===== config.mk =====
export PLATFORM = sky130hd
export DESIGN_NAME = pbm_port_b_match
export DESIGN_NICKNAME = d
export VERILOG_FILES = /design/src/logic/pbm_pkg.sv /design/src/logic/pbm_port_b_match.sv
export SDC_FILE = /design/constraint.sdc
export NUM_CORES = 1
export LEC_CHECK = 0
export ABC_CLOCK_PERIOD_IN_PS = 4200
export BUFFER_PORTS_ARGS = -buffer_cell sky130_fd_sc_hd__buf_4
export CAP_MARGIN = 15
export CORE_UTILIZATION = 35
export CTS_CLUSTER_DIAMETER = 40
export CTS_CLUSTER_SIZE = 8
export DETAILED_ROUTE_END_ITERATION = 16
export SLEW_MARGIN = 20
export SYNTH_ARGS = -nofsm -noshare
export SYNTH_HDL_FRONTEND = slang
export SYNTH_SLANG_ARGS = --single-unit

===== constraint.sdc =====
create_clock -name clk -period 4.2 [get_ports clk]
set_clock_uncertainty 0.05 [all_clocks]
set_input_delay 0.42 -clock clk [delete_from_list [all_inputs] [get_ports clk]]
set_output_delay 0.42 -clock clk [all_outputs]
set_load 0.03 [all_outputs]

===== src/logic/pbm_pkg.sv =====
`default_nettype none
package pbm_pkg;

  // ==========================================================
  // Widths and lane counts
  // ==========================================================
  localparam int unsigned LONG_W  = 36;
  localparam int unsigned WORD_W  = 18;
  localparam int unsigned BYTE_W  = 9;
  localparam int unsigned PHASE_W = 2;

  // ==========================================================
  // Port B bus size modes
  // ==========================================================
  typedef enum logic [1:0] {
    PBM_LONG = 2'h0,
    PBM_WORD = 2'h1,
    PBM_BYTE = 2'h3
  } pbm_width_e;

  // Configuration captured at master reset release
  typedef struct packed {
    pbm_width_e width;
    logic       bigEndian;
  } pbm_cfg_s;

  localparam pbm_cfg_s CFG_RESET = '{width: PBM_LONG, bigEndian: 1'b1};

  // ==========================================================
  // Register map (byte addresses)
  // ==========================================================
  localparam logic [7:0] ADDR_CTRL   = 8'h00;
  localparam logic [7:0] ADDR_STATUS = 8'h04;

  // Control fields
  localparam int unsigned CTRL_READ_HOLD  = 0;
  localparam int unsigned CTRL_WRITE_HOLD = 1;
  localparam logic [1:0]  CTRL_RESET      = 2'h0;

  // Status fields
  localparam int unsigned ST_WIDTH   = 0;
  localparam int unsigned ST_ENDIAN  = 2;
  localparam int unsigned ST_CFG_RDY = 3;
  localparam int unsigned ST_OUT_RDY = 4;
  localparam int unsigned ST_IN_RDY  = 5;
  localparam int unsigned ST_RD_PH   = 8;
  localparam int unsigned ST_WR_PH   = 12;

endpackage
`default_nettype wire


===== src/logic/pbm_port_b_match.sv =====
// How it works
// RULE_01: Port B runs long, word or byte wide, picked by two select pins.
// RULE_02: Far side keeps width and bus-match selects steady during operation.
// RULE_03: Width takes effect at master reset end, before input ready rises.
// RULE_04: Endian select sampled when both master resets release, kept until next.
// RULE_05: Endian select has no effect in long-word mode.
// RULE_06: Big-endian moves most significant piece first, little-endian least first.
// RULE_07: Queue RAMs only see whole long words; conversion sits outside them.
// RULE_08: Mailbox transfers skip staging and reordering entirely.
// RULE_09: Mailbox uses low 18 lanes in word mode, low 9 in byte mode.
// RULE_10: Long-word mode moves the fetched word straight to the output register.
// RULE_11: Narrow reads show first piece, keep rest staged, step per read.
// RULE_12: Unused output lanes during narrow reads carry no defined data.
// RULE_13: Narrow writes stage pieces; the last piece commits the long word.
// RULE_14: Unused input lanes during narrow writes are ignored.
// RULE_15: Long-word mode maps port B lanes straight onto port A lanes.
// RULE_16: Word writes use B17-B0, big-endian upper half first.
// RULE_17: Byte writes use B8-B0, big-endian from the top byte down.
// RULE_18: Far side asserts both master resets together, partial reset held high.
// RULE_19: Far side keeps master reset high during a partial reset.
// RULE_20: Queue writes ignored until both input ready flags have risen.
// RULE_21: Word reads give upper half first big-endian, lower first little-endian.
// RULE_22: Byte reads use B8-B0, big-endian from the top byte.
// RULE_23: Any queue reset clears its staging, next transfer starts a new word.
`timescale 1ns/100ps
`default_nettype none
module pbm_port_b_match (
  // Clock and reset
  input  wire logic         clk,
  input  wire logic         rst_n,
  // Configuration pins
  input  wire logic         bus_match_select,
  input  wire logic         size_select,
  input  wire logic         endian_select,
  input  wire logic         queue_ab_master_reset_n,
  input  wire logic         queue_ba_master_reset_n,
  input  wire logic         queue_ab_partial_reset_n,
  input  wire logic         queue_ba_partial_reset_n,
  input  wire logic         port_a_input_ready_flag,
  // A-to-B queue RAM read side
  input  wire logic [35:0]  abWord,
  input  wire logic         abValid,
  output logic              abPop,
  // B-to-A queue RAM write side
  input  wire logic         baFull,
  output logic [35:0]       baWord_r,
  output logic              baPush_r,
  // Port B transfers
  input  wire logic         pbRead,
  input  wire logic         pbWrite,
  input  wire logic         mbSelect,
  input  wire logic [35:0]  pbWrData,
  output logic [35:0]       pbRdData_r,
  output logic              port_b_output_ready_flag,
  output logic              port_b_input_ready_flag,
  // Mailbox bypass
  input  wire logic [35:0]  mail1Data,
  output logic [35:0]       pbMailData_r,
  output logic [35:0]       mail2Data_r,
  output logic              mail2Write_r,
  // Wishbone slave
  input  wire logic [7:0]   wb_adr_i,
  input  wire logic [31:0]  wb_dat_i,
  input  wire logic [3:0]   wb_sel_i,
  input  wire logic         wb_we_i,
  input  wire logic         wb_stb_i,
  input  wire logic         wb_cyc_i,
  output logic [31:0]       wb_dat_o,
  output logic              wb_ack_o
);

  // ==========================================================
  // Helpers
  // ==========================================================
  // Index of the last piece of a long word for a width
  function automatic logic [1:0] lastPiece(input pbm_pkg::pbm_width_e w);
    case (w)
      pbm_pkg::PBM_WORD: lastPiece = 2'h1;
      pbm_pkg::PBM_BYTE: lastPiece = 2'h3;
      default:           lastPiece = 2'h0;
    endcase
  endfunction

  // Bit offset of piece k inside the long word
  function automatic logic [5:0] pieceShift(input pbm_pkg::pbm_cfg_s c, input logic [1:0] k);
    logic [5:0] s;
    s = 6'h00;
    case (c.width)
      pbm_pkg::PBM_WORD: s = c.bigEndian ? ((k == 2'h0) ? 6'h12 : 6'h00)  // RULE_16 RULE_21
                                         : ((k == 2'h0) ? 6'h00 : 6'h12);
      pbm_pkg::PBM_BYTE: s = c.bigEndian ? 6'(6'h1B - 6'(k) * 6'h09)     // RULE_17 RULE_22
                                         : 6'(6'(k) * 6'h09);
      default:           s = 6'h00;                                     // RULE_05 RULE_15
    endcase
    pieceShift = s;                                                     // RULE_06
  endfunction

  // Lanes that belong to the selected bus size
  function automatic logic [35:0] laneMask(input pbm_pkg::pbm_width_e w);
    case (w)
      pbm_pkg::PBM_WORD: laneMask = 36'h00003FFFF;
      pbm_pkg::PBM_BYTE: laneMask = 36'h0000001FF;
      default:           laneMask = 36'hFFFFFFFFF;
    endcase
  endfunction

  // ==========================================================
  // Declarations
  // ==========================================================
  pbm_pkg::pbm_cfg_s cfg_r;
  logic              cfgReady_r;
  logic              mrsActive;
  logic              mrsActive_r;
  logic [1:0]        ctrl_r;
  logic [35:0]       hold_r;
  logic [1:0]        rdPhase_r;
  logic              outValid_r;
  logic [35:0]       asm_r;
  logic [1:0]        wrPhase_r;
  logic              abClear;
  logic              baClear;
  logic              fetch;
  logic              rdTake;
  logic              wrTake;
  logic [1:0]        last;
  logic [35:0]       wrPlaced;
  logic [35:0]       fetchPiece;
  logic [35:0]       nextPiece;
  logic              wbHit;
  logic [31:0]       status;

  // ==========================================================
  // Configuration capture
  // ==========================================================
  assign mrsActive = !queue_ab_master_reset_n || !queue_ba_master_reset_n;

  // Release seen by comparing with last cycle; the flop resets to active, so leaving reset counts as a release
  always_ff @(posedge clk)
  begin
    if (!rst_n)
      mrsActive_r <= 1'b1;
    else
      mrsActive_r <= mrsActive;
  end

  // Width and endian latched on the release edge, then held until the next
  always_ff @(posedge clk)
  begin
    if (!rst_n)
    begin
      cfg_r      <= pbm_pkg::CFG_RESET;
      cfgReady_r <= 1'b0;
    end
    else if (mrsActive)
      cfgReady_r <= 1'b0;
    else if (mrsActive_r)
    begin
      cfg_r.width     <= !bus_match_select ? pbm_pkg::PBM_LONG   // RULE_01
                       : (size_select ? pbm_pkg::PBM_BYTE : pbm_pkg::PBM_WORD);
      cfg_r.bigEndian <= endian_select;                          // RULE_04
      cfgReady_r      <= 1'b1;                                   // RULE_03
    end
  end

  assign last = lastPiece(cfg_r.width);

  // ==========================================================
  // Read path from the A-to-B queue
  // ==========================================================
  assign abClear = mrsActive || !queue_ab_partial_reset_n;
  assign rdTake  = pbRead && !mbSelect && outValid_r;       // RULE_08
  // Fetch only when the output register is free or its last piece leaves
  assign fetch   = abValid && cfgReady_r && !ctrl_r[pbm_pkg::CTRL_READ_HOLD] && !abClear
                && (!outValid_r || (rdTake && rdPhase_r == last));
  assign abPop   = fetch;                                   // RULE_07

  assign fetchPiece = (abWord >> pieceShift(cfg_r, 2'h0)) & laneMask(cfg_r.width);
  assign nextPiece  = (hold_r >> pieceShift(cfg_r, 2'(rdPhase_r + 2'h1)))
                    & laneMask(cfg_r.width);

  // Output register and staging; unused lanes are driven low
  always_ff @(posedge clk)
  begin
    if (!rst_n || abClear)
    begin
      hold_r     <= 36'h000000000;                         // RULE_23
      rdPhase_r  <= 2'h0;
      outValid_r <= 1'b0;
      pbRdData_r <= 36'h000000000;
    end
    else if (fetch)
    begin
      hold_r     <= abWord;                                // RULE_11
      rdPhase_r  <= 2'h0;
      outValid_r <= 1'b1;
      pbRdData_r <= fetchPiece;                            // RULE_10 RULE_12
    end
    else if (rdTake)
    begin
      if (rdPhase_r == last)
        outValid_r <= 1'b0;
      else
      begin
        rdPhase_r  <= 2'(rdPhase_r + 2'h1);
        pbRdData_r <= nextPiece;                           // RULE_11 RULE_22
      end
    end
  end

  assign port_b_output_ready_flag = outValid_r;

  // ==========================================================
  // Write path to the B-to-A queue
  // ==========================================================
  assign baClear = mrsActive || !queue_ba_partial_reset_n;
  assign port_b_input_ready_flag = cfgReady_r && !baFull && !baClear
                                && !ctrl_r[pbm_pkg::CTRL_WRITE_HOLD];
  assign wrTake  = pbWrite && !mbSelect && port_b_input_ready_flag
                && port_a_input_ready_flag;                // RULE_20 RULE_08
  assign wrPlaced = (pbWrData & laneMask(cfg_r.width))      // RULE_14
                 << pieceShift(cfg_r, wrPhase_r);

  // Pieces gather in the staging word; the last one commits the whole word
  always_ff @(posedge clk)
  begin
    if (!rst_n || baClear)
    begin
      asm_r     <= 36'h000000000;                          // RULE_23
      wrPhase_r <= 2'h0;
      baWord_r  <= 36'h000000000;
      baPush_r  <= 1'b0;
    end
    else if (wrTake && wrPhase_r == last)
    begin
      baWord_r  <= asm_r | wrPlaced;                       // RULE_13 RULE_15 RULE_07
      baPush_r  <= 1'b1;
      asm_r     <= 36'h000000000;
      wrPhase_r <= 2'h0;
    end
    else if (wrTake)
    begin
      asm_r     <= asm_r | wrPlaced;                       // RULE_13 RULE_16 RULE_17
      wrPhase_r <= 2'(wrPhase_r + 2'h1);
      baPush_r  <= 1'b0;
    end
    else
      baPush_r  <= 1'b0;
  end

  // ==========================================================
  // Mailbox bypass
  // ==========================================================
  // Lanes outside the bus size read low rather than floating
  always_ff @(posedge clk)
  begin
    if (!rst_n)
    begin
      pbMailData_r <= 36'h000000000;
      mail2Data_r  <= 36'h000000000;
      mail2Write_r <= 1'b0;
    end
    else
    begin
      pbMailData_r <= mail1Data & laneMask(cfg_r.width);   // RULE_09
      mail2Write_r <= pbWrite && mbSelect;
      if (pbWrite && mbSelect)
        mail2Data_r <= pbWrData & laneMask(cfg_r.width);   // RULE_09 RULE_08
    end
  end

  // ==========================================================
  // Wishbone register file
  // ==========================================================
  assign wbHit = wb_cyc_i && wb_stb_i && !wb_ack_o;

  // Status word shows live mode and staging position
  always_comb
  begin
    status = 32'h00000000;
    status[pbm_pkg::ST_WIDTH +: 2] = cfg_r.width;
    status[pbm_pkg::ST_ENDIAN]  = cfg_r.bigEndian;
    status[pbm_pkg::ST_CFG_RDY] = cfgReady_r;
    status[pbm_pkg::ST_OUT_RDY] = outValid_r;
    status[pbm_pkg::ST_IN_RDY]  = port_b_input_ready_flag;
    status[pbm_pkg::ST_RD_PH +: 2] = rdPhase_r;
    status[pbm_pkg::ST_WR_PH +: 2] = wrPhase_r;
  end

  // One-cycle answer; unmapped addresses ack and read zero
  always_ff @(posedge clk)
  begin
    if (!rst_n)
    begin
      wb_ack_o <= 1'b0;
      wb_dat_o <= 32'h00000000;
      ctrl_r   <= pbm_pkg::CTRL_RESET;
    end
    else
    begin
      wb_ack_o <= wbHit;
      wb_dat_o <= 32'h00000000;
      if (wbHit && wb_we_i)
      begin
        if (wb_adr_i == pbm_pkg::ADDR_CTRL && wb_sel_i[0])
          ctrl_r <= wb_dat_i[1:0];
      end
      else if (wbHit)
      begin
        if (wb_adr_i == pbm_pkg::ADDR_CTRL)
          wb_dat_o <= {30'h00000000, ctrl_r};
        else if (wb_adr_i == pbm_pkg::ADDR_STATUS)
          wb_dat_o <= status;
      end
    end
  end

endmodule
`default_nettype wire


==> run metrics <==
final setup fails 0; layout cell share with drive strength beyond 1 26.5%; Area contributors post-synth dfxtp_1, nand2_1, a21oi_1; drt total wl 36.5 mm; initial cell density of the core 35.9%; Total Routing Usage GR 23.4%; Yosys top cell by area dfxtp_1; Hold Startpoint mail1Data[22]; crit start category register; P per Cell Area 429 mW/mm^2; Filler cells 2825; Switching Share 24.3%; ys flop type dfxtp_1; mux cell area share after synthesis 3.02%; top post-synthesis cells by count dfxtp_1, nand2_1, a21oi_1; Yosys reg bits 241; Port Buffer Count 296; hold_buf cts 0; sequential-to-total area share from yosys stat 46.3%; Die ar. 0.0305 sq mm; worst path required time 3730 ps; first-pass detailed-route iteration total 5; Setup Buffers After CTS 0; RR Startpoint rdPhase_r[0]$_SDFFE_PP0P_; placed instance count 1864; Die W 175 um; mean post-synth cell area 8.33 sq um; Tcrit/Tclk final 80.5%; adder-cell share of the synthesized area 0.720%; R2R Path End pbRdData_r[5]$_SDFFE_PP0P_; share of total power in combinational logic 8.4%; complex-gate fraction of the synthesized area 21.3%; most common cell in the synthesized netlist dfxtp_1; Mapped Area 0.0104 sq mm; largest net degree at the start of global routing 66; RSZ-0062 raised after global routing no; post-layout min period 3380 ps; critical path capture point type output port; final cell count without fillers 1931; main combinational cell family by area after synthesis simple AND/OR/NAND/NOR gates; hpwl dp 25.4 mm; area share of the largest cell type after synthesis 46.3%; multi-input logic area 0.00504 sq mm; routed wire length per instance 18.9 um; critical path type reg -> out; max-slew violation count 0; asr flop ratio synth 0%; post-synthesis xor/xnor area fraction 0.504%; clock share of power 52.8%; Rows 62; NetSw 1.47 mW; area growth from synthesis to layout 35.7%; Final TNS setup 0 ps; EDFF count, synth 0; CTS H-tree lvls 2; number of synthesis warnings 0; sequential power share 38.8%; vias in the first global route 9693; clock root cell clkbuf_16; Worst EP arrival 2910 ps; Layout Cell Area excl Fill 0.0141 sq mm; Slew @ Worst Pin 984 ps; Post-route DRC 0; die height 175 um; global-route wire length before repair 55.9 mm; post-cts resize count 0; clk slew on worst S/H paths 50 ps; DP Area 0.0128 sq mm; Final Total Pwr 6.06 mW; CTS Sinks 241; initial drt markers 719; maximum clock frequency 296 MHz; Worst slew margin 34.2%; worst-case reg-to-reg path depth 8; vias 10100; post-DR vias/cell 5.22; GRT overflow 0; register area 0.00483 sq mm; Hold Path Depth 2; cell count after synthesis 1252; Max Fanout on Critical Path 51; fraction of the mapped netlist area in simple logic gates 21.9%; max cap viols 0; Final nets 1700; IO Pins 352; clock tree buffer depth 3; synth unique cells 67; DRT antenna net count 0; Fin. Hold Viols 0; worst hold-check path type in -> reg; clk_lat worst skew 540 ps; TritonCTS clock tree built; P_leak 5.78 nW; initial antenna violation count 0; Int Pwr 4.59 mW; placer congestion estimate 0.892; R2R setup slack 1210 ps; maximum vdd ir drop 0.241 mV; diode count 0; core area 0.0290 sq mm; number of buffers created by CTS 42; worst hold path endpoint pbMailData_r[22]$_SDFF_PN0_; status completed
## layout by cell type, fill, tap and decap left out, types with 4 or more instances in the layout
cell,synthesis,layout
a211oi_1,33,33
a21boi_0,35,35
a21oi_1,128,127
a221o_1,9,9
a222oi_1,7,7
a22o_1,7,7
a22oi_1,7,7
a31o_2,5,5
a31oi_1,17,17
and2_1,48,48
and3_1,19,19
buf_4,24,320
clkbuf_1,50,6
clkbuf_16,0,42
clkbuf_8,0,6
clkinv_2,0,6
conb_1,1,22
dfxtp_1,241,240
ha_1,6,6
inv_1,19,19
mux2i_1,27,26
nand2_1,207,207
nand2b_1,8,8
nand3_1,36,36
nand4_1,5,5
nor2_1,95,95
nor2b_1,24,24
nor3_1,15,15
nor3b_1,6,6
nor4_1,6,6
o21a_1,8,8
o21ai_0,58,58
o22ai_1,9,9
xnor2_1,4,4
## power by group through the flow
stage | logic, mW | clock network, mW | registers, mW
finish | 0.507 | 3.20 | 2.35
global route | 0.541 | 3.37 | 2.35
CTS | 0.507 | 3.26 | 2.35
detailed placement | 0.505 | 0 | 2.40
global placement | 0.505 | 0 | 2.39
floorplan | 0.206 | 0 | 2.46
## per-layer routing
layer | wire length, um | vias to the layer above | track usage (%) | part of all wire, %
met5 | 0 | - | 0 | 0
met4 | 1150 | 0 | 8.88 | 3.2
met3 | 3190 | 74 | 4.66 | 8.7
met2 | 16500 | 480 | 37.7 | 45
met1 | 15600 | 4674 | 30.9 | 43
li1 | - | 4861 | - | -
## worst max path at each step
stage / from / to
final: cfg_r[2]$_SDFFE_PN0P_ / abPop
after global routing: cfg_r[2]$_SDFFE_PN0P_ / abPop
after CTS: cfg_r[2]$_SDFFE_PN0P_ / abPop
after detailed placement: rdPhase_r[0]$_SDFFE_PP0P_ / pbRdData_r[5]$_SDFFE_PP0P_
after global placement: rdPhase_r[0]$_SDFFE_PP0P_ / pbRdData_r[5]$_SDFFE_PP0P_
after floorplan: rdPhase_r[0]$_SDFFE_PP0P_ / pbRdData_r[20]$_SDFFE_PP0P_
## worst max-delay path: stages, from the launching register on
cell     delay, ps
dfxtp_1        700
xnor2_1        250
a31oi_2        190
or3_1          470
inv_4          460
buf_4          270
## per-stage QoR
stage	utilization (%)	hold slack [ps]	worst slack (ps)
final	48.7	45.2	819
after global routing	48.7	30.2	662
after floorplan	-	376	1720
after global placement	44.2	386	1230
after detailed placement	44.2	389	1210
after CTS	48.7	26.4	802
## registers in the layout, indices dropped and copies added (netlist names), 2 cells and up
name          count
asm_r            36
baWord_r         36
cfg_r             3
ctrl_r            2
hold_r           36
mail2Data_r      36
pbMailData_r     36
pbRdData_r       36
rdPhase_r         2
wb_dat_o         10
wrPhase_r         2
## layout make-up
| type | instances | share of cell area (%) |
|---|---|---|
| sequential | 241 | 34.1 |
| multi-input combinational | 899 | 35.6 |
| tap | 384 | 3.40 |
| inverter | 20 | 0.549 |
| timing repair buffer | 320 | 17.0 |
| clock inverter | 13 | 1.15 |
| clock buffer | 54 | 8.17 |
## kinds of logic after synthesis
family	count (synthesis)
adders and majority gates	6
buffers and inverters	133
AOI/OAI and AO/OA	350
muxes	30
xor gates and xnor gates	6
DFF	241
and+or+nand+nor	485
other	1
No activity file was read; power rests on OpenSTA's default activity.
